`config.mk`:
```
export PLATFORM = sky130hd
export DESIGN_NAME = dsp_ctrl_xfer_decode
export DESIGN_NICKNAME = d
export VERILOG_FILES = /design/src/dsp_xfer_pkg.sv /design/src/dsp_ctrl_xfer_decode.sv
export SDC_FILE = /design/constraint.sdc
export NUM_CORES = 2
export LEC_CHECK = 0
export BUFFER_PORTS_ARGS = -buffer_cell sky130_fd_sc_hd__buf_2
export CORE_ASPECT_RATIO = 1.75
export CORE_MARGIN = 2
export CORE_UTILIZATION = 30
export CTS_BUF_LIST = sky130_fd_sc_hd__clkbuf_8
export CTS_CLUSTER_DIAMETER = 50
export DETAILED_ROUTE_END_ITERATION = 10
export SYNTH_ARGS = -nofsm -noshare
export SYNTH_HDL_FRONTEND = slang
export SYNTH_SLANG_ARGS = --single-unit
```
`constraint.sdc`:
```
create_clock -name clk -period 15.15 [get_ports clk]
set_clock_uncertainty 0.2 [all_clocks]
set_input_delay 3.7875 -clock clk [delete_from_list [all_inputs] [get_ports clk]]
set_output_delay 3.7875 -clock clk [all_outputs]
set_load 0.03 [all_outputs]
```
`src/dsp_xfer_pkg.sv`:
```
// Purpose: constants shared by the DSP control and transfer decoder
// Assumes: 10 MHz clk, Avalon-MM register window with byte addresses
// Notes: instruction patterns, register ids, bus offsets and cycle counts
`default_nettype none
package dsp_xfer_pkg;
   // register window byte offsets
   localparam logic [7:0] OFF_INSTR = 8'h00;
   localparam logic [7:0] OFF_STATUS = 8'h04;
   localparam logic [7:0] OFF_PC = 8'h08;
   localparam logic [7:0] OFF_SR = 8'h0c;
   localparam logic [7:0] OFF_SREG_BASE = 8'h40;
   localparam logic [7:0] OFF_SREG_LAST = 8'hbc;
   localparam logic [7:0] OFF_GREG_BASE = 8'hc0;
   // status field positions
   localparam int STAT_BUSY = 0;
   localparam int STAT_ILLEGAL = 1;
   // reset values
   localparam logic [31:0] PC_RST = 32'h0000_0000;
   localparam logic [31:0] SR_RST = 32'h0000_0000;
   localparam logic [31:0] REG_RST = 32'h0000_0000;
   // repeat_count field of cpu_status_word
   localparam int RC_LO = 16;
   localparam int RC_HI = 27;
   // instruction patterns
   localparam logic [7:0] OP_SET_REPEAT_COUNT_OP_IMM = 8'h82;
   localparam logic [7:0] OP_SET_REPEAT_COUNT_OP_REG = 8'h14;
   localparam logic [7:0] OP_LD_START = 8'h8c;
   localparam logic [7:0] OP_LD_END = 8'h8e;
   localparam logic [3:0] GRP_MOVE = 4'h0;
   localparam logic [3:0] GRP_LDST = 4'h4;
   localparam logic [5:0] GRP_DOUBLE = 6'h3c;
   localparam logic [5:0] GRP_SINGLE = 6'h3d;
   localparam logic [3:0] LO_STC = 4'h2;
   localparam logic [3:0] LO_STS = 4'ha;
   localparam logic [3:0] LO_STS_L = 4'h2;
   localparam logic [3:0] LO_STC_L = 4'h3;
   localparam logic [3:0] LO_LDS_L = 4'h6;
   localparam logic [3:0] LO_LDC_L = 4'h7;
   localparam logic [3:0] LO_LDS = 4'ha;
   localparam logic [3:0] LO_LDC = 4'he;
   localparam logic [3:0] SYS_FIRST = 4'h6;
   localparam logic [3:0] SYS_LAST = 4'hb;
   localparam logic [3:0] CTL_FIRST = 4'h5;
   localparam logic [3:0] CTL_LAST = 4'h7;
   // cycle counts
   localparam logic [1:0] CYC_SET_REPEAT_COUNT_OP = 2'h3;
   localparam logic [1:0] CYC_PCREL = 2'h3;
   localparam logic [1:0] CYC_ONE = 2'h1;
   localparam logic [1:0] CYC_STC_L = 2'h2;
   localparam logic [1:0] CYC_LDC = 2'h3;
   localparam logic [1:0] CYC_LOAD_MIN = 2'h2;
   // pointer steps
   localparam logic [31:0] STEP_WORD = 32'h0000_0002;
   localparam logic [31:0] STEP_LONG = 32'h0000_0004;
   // general register numbers with fixed roles
   localparam logic [3:0] GR_X_INDEX = 4'h8;
   localparam logic [3:0] GR_Y_INDEX = 4'h9;
   localparam logic [2:0] GR_X_PTR_HI = 3'h2;
   localparam logic [2:0] GR_Y_PTR_HI = 3'h3;
   // system register ids (low nibble equals the data-register operand code)
   localparam logic [4:0] ID_FIRST = 5'h05;
   localparam logic [4:0] ID_A1 = 5'h05;
   localparam logic [4:0] ID_DSR = 5'h06;
   localparam logic [4:0] ID_A0 = 5'h07;
   localparam logic [4:0] ID_X0 = 5'h08;
   localparam logic [4:0] ID_X1 = 5'h09;
   localparam logic [4:0] ID_Y0 = 5'h0a;
   localparam logic [4:0] ID_Y1 = 5'h0b;
   localparam logic [4:0] ID_M0 = 5'h0c;
   localparam logic [4:0] ID_G1 = 5'h0d;
   localparam logic [4:0] ID_M1 = 5'h0e;
   localparam logic [4:0] ID_G0 = 5'h0f;
   localparam logic [4:0] ID_MOD = 5'h10;
   localparam logic [4:0] ID_RS = 5'h11;
   localparam logic [4:0] ID_RE = 5'h12;
endpackage
`default_nettype wire

```
`src/dsp_ctrl_xfer_decode.sv`:
```
// Purpose: decode and execute system-control and DSP transfer instructions
// Assumes: memories answer a read one cycle after the request cycle
// Notes: one instruction at a time is issued by writing the instruction register
//
// Functional notes
// - immediate repeat-count set writes imm to bits 23:16, clears 27:24
// - register repeat-count set copies general_reg_n 11:0 into bits 27:16
// - repeat-count set has two encodings, 3 cycles, T bit untouched
// - repeat_start/repeat_end loadable by control loads or PC-relative loads, 3 cycles
// - every instruction handled here is one 16-bit word
// - modulo_control, repeat_start, repeat_end copy to general_reg_n in 1 cycle
// - DSP system registers copy to general_reg_n in 1 cycle
// - predecrement long store of DSP system register: minus 4 then store
// - predecrement long store of control register: minus 4, store, 2 cycles
// - postincrement long load of DSP system register: load then plus 4
// - postincrement long load of control register, plus 4, 3 cycles
// - general_reg_n copies into DSP system registers in 1 cycle
// - general_reg_n copies into control registers in 3 cycles
// - double transfer: X and Y access in parallel, each with own pointer
// - double transfers reach on-chip X/Y only; single reaches whole space
// - no conditional loads in the 16-bit transfer forms
// - single word transfer moves upper half; update -2, none, +2, +x_index
// - single long transfer moves 32 bits; update -4, none, +4, +x_index
// - guard byte word store drives byte on bits 7:0, sign on 31:8
// - only permitted general registers serve as pointers and indexes
`default_nettype none
module dsp_ctrl_xfer_decode
   import dsp_xfer_pkg::*;
(
   input wire logic clk,
   input wire logic rst,
   input wire logic [7:0] avs_address,
   input wire logic avs_read,
   input wire logic avs_write,
   input wire logic [31:0] avs_writedata,
   output logic [31:0] avs_readdata,
   output logic avs_waitrequest,
   output logic sys_req,
   output logic sys_we,
   output logic sys_long,
   output logic [31:0] sys_addr,
   output logic [31:0] load_data_bus,
   input wire logic [31:0] sys_rdata,
   output logic x_req,
   output logic x_we,
   output logic [15:0] x_addr,
   output logic [15:0] x_wdata,
   input wire logic [15:0] x_rdata,
   output logic y_req,
   output logic y_we,
   output logic [15:0] y_addr,
   output logic [15:0] y_wdata,
   input wire logic [15:0] y_rdata,
   output logic illegal_op
);

   logic [31:0] gr_r [0:15];
   logic [31:0] sreg_r [0:31];
   logic [31:0] sr_r;
   logic [31:0] pc_r;
   logic [15:0] ir_r;
   logic [1:0] cnt_r;
   logic illegal_r;
   logic rd_done_r;
   logic busy;
   logic issue;
   logic [15:0] iw;

   // load writeback pipeline: stage one is the request cycle, stage two the data cycle
   logic ps_r, px_r, py_r;
   logic qs_r, qx_r, qy_r;
   logic [4:0] s_id_r, x_id_r, y_id_r;
   logic s_word_r;

   // decoder results
   logic ok;
   logic [1:0] cyc;
   logic ga_we, gb_we;
   logic [3:0] ga_idx, gb_idx;
   logic [31:0] ga_val, gb_val;
   logic rc_we;
   logic [11:0] rc_val;
   logic si_we;
   logic [4:0] si_id;
   logic [31:0] si_val;
   logic s_req, s_we, s_long, s_ld, s_word;
   logic [31:0] s_addr, s_data;
   logic [4:0] s_id, x_id, y_id;
   logic xq, xw, yq, yw;
   logic [15:0] xa, xd, ya, yd;

   function automatic logic in_range(input logic [3:0] v, input logic [3:0] lo,
                                     input logic [3:0] hi);
      return (v >= lo) && (v <= hi);
   endfunction

   function automatic logic [4:0] ctl_id(input logic [3:0] hi);
      return ID_MOD + {3'h0, hi[1:0] - CTL_FIRST[1:0]};
   endfunction

   function automatic logic is_guard(input logic [4:0] id);
      return (id == ID_G0) || (id == ID_G1);
   endfunction

   // pointer update code: 00 predecrement, 01 keep, 10 postincrement, 11 plus index
   function automatic logic [31:0] upd(input logic [31:0] p, input logic [1:0] op,
                                       input logic [31:0] step, input logic [31:0] idx);
      logic [31:0] r;
      r = p;
      unique case (op)
         2'b00: r = p - step;
         2'b01: r = p;
         2'b10: r = p + step;
         2'b11: r = p + idx;
      endcase
      return r;
   endfunction

   // data landing in a system register; guard bytes keep only the low byte
   function automatic logic [31:0] wb_val(input logic [4:0] id, input logic [31:0] d,
                                          input logic word);
      logic [31:0] r;
      r = d;
      if (is_guard(id)) begin
         r = {24'h00_0000, d[7:0]};
      end else if (word) begin
         r = {d[15:0], 16'h0000};
      end
      return r;
   endfunction

   assign busy = (cnt_r != 2'h0);
   assign issue = avs_write && !busy && (avs_address == OFF_INSTR);
   assign iw = avs_writedata[15:0];
   // reads always take one wait cycle so readdata comes from a flop
   assign avs_waitrequest = (avs_read && !rd_done_r) || (avs_write && busy);

   always_comb begin
      logic [3:0] n;
      logic [3:0] hi;
      logic [3:0] lo;
      logic [31:0] rn;
      logic [3:0] ap;
      logic [31:0] step;
      logic [4:0] ds;
      n = iw[11:8];
      hi = iw[7:4];
      lo = iw[3:0];
      rn = gr_r[n];
      ap = 4'h0;
      step = STEP_WORD;
      ds = {1'b0, iw[7:4]};
      ok = 1'b1;
      cyc = CYC_ONE;
      ga_we = 1'b0;
      ga_idx = n;
      ga_val = 32'h0000_0000;
      gb_we = 1'b0;
      gb_idx = n;
      gb_val = 32'h0000_0000;
      rc_we = 1'b0;
      rc_val = 12'h000;
      si_we = 1'b0;
      si_id = ID_DSR;
      si_val = rn;
      s_req = 1'b0;
      s_we = 1'b0;
      s_long = 1'b1;
      s_ld = 1'b0;
      s_word = 1'b0;
      s_addr = rn;
      s_data = 32'h0000_0000;
      s_id = ID_DSR;
      xq = 1'b0;
      xw = 1'b0;
      xa = 16'h0000;
      xd = 16'h0000;
      x_id = ID_X0;
      yq = 1'b0;
      yw = 1'b0;
      ya = 16'h0000;
      yd = 16'h0000;
      y_id = ID_Y0;
      // every form below is a single 16-bit word
      if (iw[15:8] == OP_SET_REPEAT_COUNT_OP_IMM) begin
         cyc = CYC_SET_REPEAT_COUNT_OP;
         rc_we = 1'b1;
         rc_val = {4'h0, iw[7:0]};
      end else if (iw[15:12] == GRP_LDST && iw[7:0] == OP_SET_REPEAT_COUNT_OP_REG) begin
         cyc = CYC_SET_REPEAT_COUNT_OP;
         rc_we = 1'b1;
         rc_val = rn[11:0];
      end else if (iw[15:8] == OP_LD_START || iw[15:8] == OP_LD_END) begin
         cyc = CYC_PCREL;
         s_req = 1'b1;
         s_ld = 1'b1;
         s_addr = pc_r + {23'h00_0000, iw[7:0], 1'b0};
         s_id = (iw[9] ? ID_RE : ID_RS);
      end else if (iw[15:12] == GRP_MOVE && lo == LO_STC && in_range(hi, CTL_FIRST, CTL_LAST)) begin
         ga_we = 1'b1;
         ga_val = sreg_r[ctl_id(hi)];
      end else if (iw[15:12] == GRP_MOVE && lo == LO_STS && in_range(hi, SYS_FIRST, SYS_LAST)) begin
         ga_we = 1'b1;
         ga_val = sreg_r[ds];
      end else if (iw[15:12] == GRP_LDST && lo == LO_STS_L && in_range(hi, SYS_FIRST, SYS_LAST)) begin
         ga_we = 1'b1;
         ga_val = rn - STEP_LONG;
         s_req = 1'b1;
         s_we = 1'b1;
         s_addr = rn - STEP_LONG;
         s_data = sreg_r[ds];
      end else if (iw[15:12] == GRP_LDST && lo == LO_STC_L && in_range(hi, CTL_FIRST, CTL_LAST)) begin
         cyc = CYC_STC_L;
         ga_we = 1'b1;
         ga_val = rn - STEP_LONG;
         s_req = 1'b1;
         s_we = 1'b1;
         s_addr = rn - STEP_LONG;
         s_data = sreg_r[ctl_id(hi)];
      end else if (iw[15:12] == GRP_LDST && lo == LO_LDS_L && in_range(hi, SYS_FIRST, SYS_LAST)) begin
         ga_we = 1'b1;
         ga_val = rn + STEP_LONG;
         s_req = 1'b1;
         s_ld = 1'b1;
         s_id = ds;
      end else if (iw[15:12] == GRP_LDST && lo == LO_LDC_L && in_range(hi, CTL_FIRST, CTL_LAST)) begin
         cyc = CYC_LDC;
         ga_we = 1'b1;
         ga_val = rn + STEP_LONG;
         s_req = 1'b1;
         s_ld = 1'b1;
         s_id = ctl_id(hi);
      end else if (iw[15:12] == GRP_LDST && lo == LO_LDS && in_range(hi, SYS_FIRST, SYS_LAST)) begin
         si_we = 1'b1;
         si_id = ds;
      end else if (iw[15:12] == GRP_LDST && lo == LO_LDC && in_range(hi, CTL_FIRST, CTL_LAST)) begin
         cyc = CYC_LDC;
         si_we = 1'b1;
         si_id = ctl_id(hi);
      end else if (iw[15:10] == GRP_DOUBLE) begin
         // both sides may fire in the same cycle; neither looks at the other
         ga_idx = {GR_X_PTR_HI, iw[9]};
         gb_idx = {GR_Y_PTR_HI, iw[8]};
         if (iw[3:2] != 2'b00) begin
            xq = 1'b1;
            xw = iw[5];
            xa = gr_r[ga_idx][15:0];
            xd = (iw[7] ? sreg_r[ID_A1][31:16] : sreg_r[ID_A0][31:16]);
            x_id = (iw[7] ? ID_X1 : ID_X0);
            ga_we = 1'b1;
            ga_val = upd(gr_r[ga_idx], iw[3:2], STEP_WORD, gr_r[GR_X_INDEX]);
         end
         if (iw[1:0] != 2'b00) begin
            yq = 1'b1;
            yw = iw[4];
            ya = gr_r[gb_idx][15:0];
            yd = (iw[6] ? sreg_r[ID_A1][31:16] : sreg_r[ID_A0][31:16]);
            y_id = (iw[6] ? ID_Y1 : ID_Y0);
            gb_we = 1'b1;
            gb_val = upd(gr_r[gb_idx], iw[1:0], STEP_WORD, gr_r[GR_Y_INDEX]);
         end
      end else if (iw[15:10] == GRP_SINGLE && ds >= ID_FIRST && ds != ID_DSR) begin
         // pointer code 00..11 picks R4, R5, R2, R3; the Y pointers cannot be named
         ap = (iw[9] ? {3'h1, iw[8]} : {3'h2, iw[8]});
         step = (iw[1] ? STEP_LONG : STEP_WORD);
         ga_idx = ap;
         ga_we = (iw[3:2] != 2'b01);
         ga_val = upd(gr_r[ap], iw[3:2], step, gr_r[GR_X_INDEX]);
         s_req = 1'b1;
         s_long = iw[1];
         s_we = iw[0];
         s_ld = !iw[0];
         s_word = !iw[1];
         s_id = ds;
         s_addr = (iw[3:2] == 2'b00) ? gr_r[ap] - step : gr_r[ap];
         if (is_guard(ds)) begin
            s_data = {{24{sreg_r[ds][7]}}, sreg_r[ds][7:0]};
         end else if (iw[1]) begin
            s_data = sreg_r[ds];
         end else begin
            s_data = {16'h0000, sreg_r[ds][31:16]};
         end
      end else begin
         ok = 1'b0;
      end
   end

   // busy counter; a load waits at least until its data cycle has passed
   always_ff @(posedge clk) begin
      if (rst) begin
         cnt_r <= 2'h0;
      end else if (issue) begin
         if ((s_ld || (xq && !xw) || (yq && !yw)) && cyc < CYC_LOAD_MIN) begin
            cnt_r <= CYC_LOAD_MIN;
         end else begin
            cnt_r <= cyc;
         end
      end else if (busy) begin
         cnt_r <= cnt_r - 2'h1;
      end
   end

   always_ff @(posedge clk) begin
      if (rst) begin
         ir_r <= 16'h0000;
         illegal_r <= 1'b0;
         illegal_op <= 1'b0;
      end else begin
         illegal_op <= issue && !ok;
         if (issue) begin
            ir_r <= iw;
         end
         if (issue && !ok) begin
            illegal_r <= 1'b1;
         end else if (avs_write && !busy && avs_address == OFF_STATUS
                      && avs_writedata[STAT_ILLEGAL]) begin
            illegal_r <= 1'b0;
         end
      end
   end

   // memory request outputs stand for the one cycle after issue
   always_ff @(posedge clk) begin
      if (rst) begin
         sys_req <= 1'b0;
         sys_we <= 1'b0;
         sys_long <= 1'b0;
         sys_addr <= 32'h0000_0000;
         load_data_bus <= 32'h0000_0000;
         x_req <= 1'b0;
         x_we <= 1'b0;
         x_addr <= 16'h0000;
         x_wdata <= 16'h0000;
         y_req <= 1'b0;
         y_we <= 1'b0;
         y_addr <= 16'h0000;
         y_wdata <= 16'h0000;
      end else begin
         sys_req <= issue && ok && s_req;
         sys_we <= issue && ok && s_req && s_we;
         x_req <= issue && ok && xq;
         x_we <= issue && ok && xq && xw;
         y_req <= issue && ok && yq;
         y_we <= issue && ok && yq && yw;
         if (issue && ok) begin
            sys_long <= s_long;
            sys_addr <= s_addr;
            load_data_bus <= s_data;
            x_addr <= xa;
            x_wdata <= xd;
            y_addr <= ya;
            y_wdata <= yd;
         end
      end
   end

   always_ff @(posedge clk) begin
      if (rst) begin
         ps_r <= 1'b0;
         px_r <= 1'b0;
         py_r <= 1'b0;
         qs_r <= 1'b0;
         qx_r <= 1'b0;
         qy_r <= 1'b0;
         s_id_r <= ID_DSR;
         x_id_r <= ID_X0;
         y_id_r <= ID_Y0;
         s_word_r <= 1'b0;
      end else begin
         ps_r <= issue && ok && s_ld;
         px_r <= issue && ok && xq && !xw;
         py_r <= issue && ok && yq && !yw;
         qs_r <= ps_r;
         qx_r <= px_r;
         qy_r <= py_r;
         if (issue) begin
            s_id_r <= s_id;
            x_id_r <= x_id;
            y_id_r <= y_id;
            s_word_r <= s_word;
         end
      end
   end

   // system, DSP and control registers
   always_ff @(posedge clk) begin
      if (rst) begin
         for (int i = 0; i < 32; i++) begin
            sreg_r[i] <= REG_RST;
         end
      end else begin
         if (issue && ok && si_we) begin
            sreg_r[si_id] <= wb_val(si_id, si_val, 1'b0);
         end
         if (qs_r) begin
            sreg_r[s_id_r] <= wb_val(s_id_r, sys_rdata, s_word_r);
         end
         if (qx_r) begin
            sreg_r[x_id_r] <= {x_rdata, 16'h0000};
         end
         if (qy_r) begin
            sreg_r[y_id_r] <= {y_rdata, 16'h0000};
         end
         if (avs_write && !busy && avs_address >= OFF_SREG_BASE
             && avs_address <= OFF_SREG_LAST) begin
            sreg_r[5'((avs_address - OFF_SREG_BASE) >> 2)] <= avs_writedata;
         end
      end
   end

   // general registers: port a serves single pointers and x_pointer, port b y_pointer
   always_ff @(posedge clk) begin
      if (rst) begin
         for (int i = 0; i < 16; i++) begin
            gr_r[i] <= REG_RST;
         end
      end else begin
         if (issue && ok && ga_we) begin
            gr_r[ga_idx] <= ga_val;
         end
         if (issue && ok && gb_we) begin
            gr_r[gb_idx] <= gb_val;
         end
         if (avs_write && !busy && avs_address >= OFF_GREG_BASE) begin
            gr_r[avs_address[5:2]] <= avs_writedata;
         end
      end
   end

   // only the repeat_count field changes on execution; T bit and the rest are kept
   always_ff @(posedge clk) begin
      if (rst) begin
         sr_r <= SR_RST;
         pc_r <= PC_RST;
      end else begin
         if (issue && ok && rc_we) begin
            sr_r[RC_HI:RC_LO] <= rc_val;
         end else if (avs_write && !busy && avs_address == OFF_SR) begin
            sr_r <= avs_writedata;
         end
         if (avs_write && !busy && avs_address == OFF_PC) begin
            pc_r <= avs_writedata;
         end
      end
   end

   always_ff @(posedge clk) begin
      if (rst) begin
         rd_done_r <= 1'b0;
         avs_readdata <= 32'h0000_0000;
      end else begin
         rd_done_r <= avs_read && !rd_done_r;
         if (avs_read && !rd_done_r) begin
            if (avs_address == OFF_INSTR) begin
               avs_readdata <= {16'h0000, ir_r};
            end else if (avs_address == OFF_STATUS) begin
               avs_readdata <= {30'h0000_0000, illegal_r, busy};
            end else if (avs_address == OFF_PC) begin
               avs_readdata <= pc_r;
            end else if (avs_address == OFF_SR) begin
               avs_readdata <= sr_r;
            end else if (avs_address >= OFF_GREG_BASE) begin
               avs_readdata <= gr_r[avs_address[5:2]];
            end else if (avs_address >= OFF_SREG_BASE && avs_address <= OFF_SREG_LAST) begin
               avs_readdata <= sreg_r[5'((avs_address - OFF_SREG_BASE) >> 2)];
            end else begin
               avs_readdata <= 32'h0000_0000;
            end
         end
      end
   end

endmodule
`default_nettype wire

```
==> impl_metrics.tcl <==
set metrics [dict create \
    status "finished with violations" \
    violations "max-capacitance violations, max-slew violations" \
    place.gp.congestion 1.095 \
    setup_ws_ps 4973 \
    arrival_ps 10770 \
    die_h_um 793.3 \
    core_mm2 0.3540 \
    first_pass_iters 8 \
    path_clk_slew_ps 70 \
    yosys-top-cells-area "edfxtp_1 41%, mux4_2 17%, dfxtp_1 6.2%" \
    async_flop_share 0 \
    worst_slew_margin_rel -0.1360 \
    ctsHoldBuffers 0 \
    cts-htree-levels 5 \
    postSynthAreaPerCell_um2 11.61 \
    synth_mux_area_frac 0.1912 \
    cap_violations 7 \
    grt_max_degree 119 \
    ant_nets 0 \
    finalMaxSlewViolations 22 \
    synth_top_family_by_area "multiplexers" \
    swShare 0.3309 \
    grt_pass1_vias 91900 \
    synth_simple_gate_area_frac 0.09492 \
    start_util 0.3017 \
    vdd_drop_max_mv 0.06480 \
    dp_cells 13560 \
    die_x_um 455.0 \
    syn_area_mm2 0.1068 \
    antenna_found_initial 102 \
    worst_slew_pin_slew_ps 1692 \
    ys_types 109 \
    required_ps 15740 \
    grt_pass1_wl_um 825500 \
    worstSetupPathType "primary input to flop" \
    power_frac_comb 0.195 \
    synth_xor_area_frac 0.02082 \
    hold_depth 1 \
    io_buffers 276 \
    post-cts-setup-buffers 0 \
    synth_compound_area_frac 0.1552 \
    grt.overflow.total 0 \
    synth.top_cell.area_share 0.4139 \
    synth_warnings 0 \
    hold_path_class "flop to flop" \
    ys_seq_elements 1802 \
    syn_to_final_growth_pct 12.38 \
    synth_fa_ha_area_frac 0.02099 \
    cts_tree "done" \
    synth_top_area_cell "edfxtp_1" \
    numCtsBuffers 288 \
    total_power_mw 12.34 \
    post-dp-hpwl_um 430100 \
    synth-edff-count 1472 \
    hold_violations 0 \
    p_int_mw 8.257 \
    fmax_ghz 0.09826 \
    yosys_most_used_dff "edfxtp_1" \
    start_kind "primary input" \
    via_count 95720 \
    pre_cts_ws_ps 4140 \
    p_leak_nw 41.24 \
    grt_use_total 0.3367 \
    cts_resized 0 \
    ioPinCount 277 \
    cp_max_fo 55 \
    vias_per_cell 6.772 \
    clk_latency_ps 1160 \
    setup_tns_ps 0 \
    period_share 0.6717 \
    drc_errors 0 \
    clockRootBuffer "clkbuf_8" \
    dieArea_mm2 0.3610 \
    p_per_area_mw_per_mm2 102.8 \
    p_clk_frac 0.349 \
    syn-num-nets 9482 \
    cts_num_sinks 1802 \
    synth-seq-area-share 0.4757 \
    worstRegToRegCells 15 \
    seq_power_share 0.456 \
    final_core_util 0.3390 \
    syn_inst 9199 \
    cts_buffer_depth 4 \
    switching_power_mw 4.084 \
    wl_per_cell_um 43.62 \
    synth_commonest_cells "1,472 x edfxtp_1, 962 x nor2_1, 927 x o22ai_1, 802 x mux4_2, 741 x clkbuf_1" \
    worstSetupEndpointType "flop" \
    rsz0062_at_grt "no" \
    final_nets 9484 \
    synth.most_common_cell "edfxtp_1" \
    drt_wl_total_um 616500 \
    finalSetupViolations 0 \
    first_iter_violations 14830 \
    rows 289 \
    final_cells 14140 \
    period_needed_ps 10180 \
    layout-drive-gt1-share 0.2300 \
]
==> stage by stage <==
| step | hold slack (ps) | area (um^2) |
|---|---|---|
| floorplan | 213.8 | 106800 |
| detailed placement | 226.9 | 114200 |
| CTS | 210.2 | 119600 |
| finish | 214.1 | 120000 |
| global placement | 223.0 | 114100 |
| global route | 240.3 | 119900 |
==> sequential cells by signal, summed over array words and instances, names as in the netlist, 2 cells and up <==
signal         flops
ir_r              16
sreg_r          1024
x_wdata           16
avs_readdata      32
load_data_bus     32
cnt_r              2
gr_r             512
sys_addr          32
x_addr            16
y_wdata           16
pc_r              32
sr_r              32
s_id_r             5
y_addr            16
==> cell families (layout without fill, tap and decap cells) <==
kind of cell,Yosys count,after routing
other cells,0,61
mux,1005,1005
compound gates,2562,2562
xor+xnor,253,253
fa+ha+maj,175,175
buf+inv,1072,1291
flops,1802,1802
simple gates,2330,2330
==> worst max-delay path, stage by stage <==
cell and delay (ps):
buf_8 380, buf_4 660, mux4_1 660, a22oi_1 770, nand2_1 600, nor2_1 370, nand4bb_1 560, nor4_1 650
a22o_1 210, a21oi_1 90, a2111oi_0 590, o21ai_1 370, o221ai_1 370, buf_4 330, o22ai_1 130
==> final timing paths <==
path	startpoint	to	slack [ps]
setup reg to reg	gr_r[8][3]	gr_r[8][24]	8000
hold / removal	px_r	qx_r	210
hold reg to reg	px_r	qx_r	210
setup / recovery	avs_writedata[8]	gr_r[7][13]	4970
==> power by group through the flow <==
stage               clock network [mW]  logic, mW  registers, mW
CTS                               4.29       2.23           5.61
global placement                     0       2.23           5.71
detailed placement                   0       2.23           5.72
global route                      4.47       2.42           5.63
floorplan                            0       1.24           5.66
finish                            4.30       2.41           5.63
==> layer usage <==
layer	global-route usage	routed length [um]
met1	0.3149	172600
met2	0.5300	279400
met3	0.1502	79550
met4	0.3479	84500
met5	0	489
==> layout by cell type, fill, tap and decap left out, drive strengths merged, types with 303 or more instances in the layout <==
| master | count |
|---|---|
| o22ai | 927 |
| a21oi | 457 |
| nor2 | 973 |
| mux4 | 817 |
| buf | 686 |
| dfxtp | 330 |
| edfxtp | 1472 |
| nand2 | 727 |
| clkbuf | 303 |
| o21ai | 374 |
==> area by class of cell <==
type	instances	area [um^2]
Fill cell	35270	234000
Multi-Input combinational cell	6325	52680
Sequential cell	1802	50810
Tap cell	4656	5826
Timing Repair Buffer	688	4743
Clock buffer	301	4143
Clock inverter	206	1291
Inverter	96	370.4
Antenna cell	61	152.6
Power figures use the tool's default switching activity.
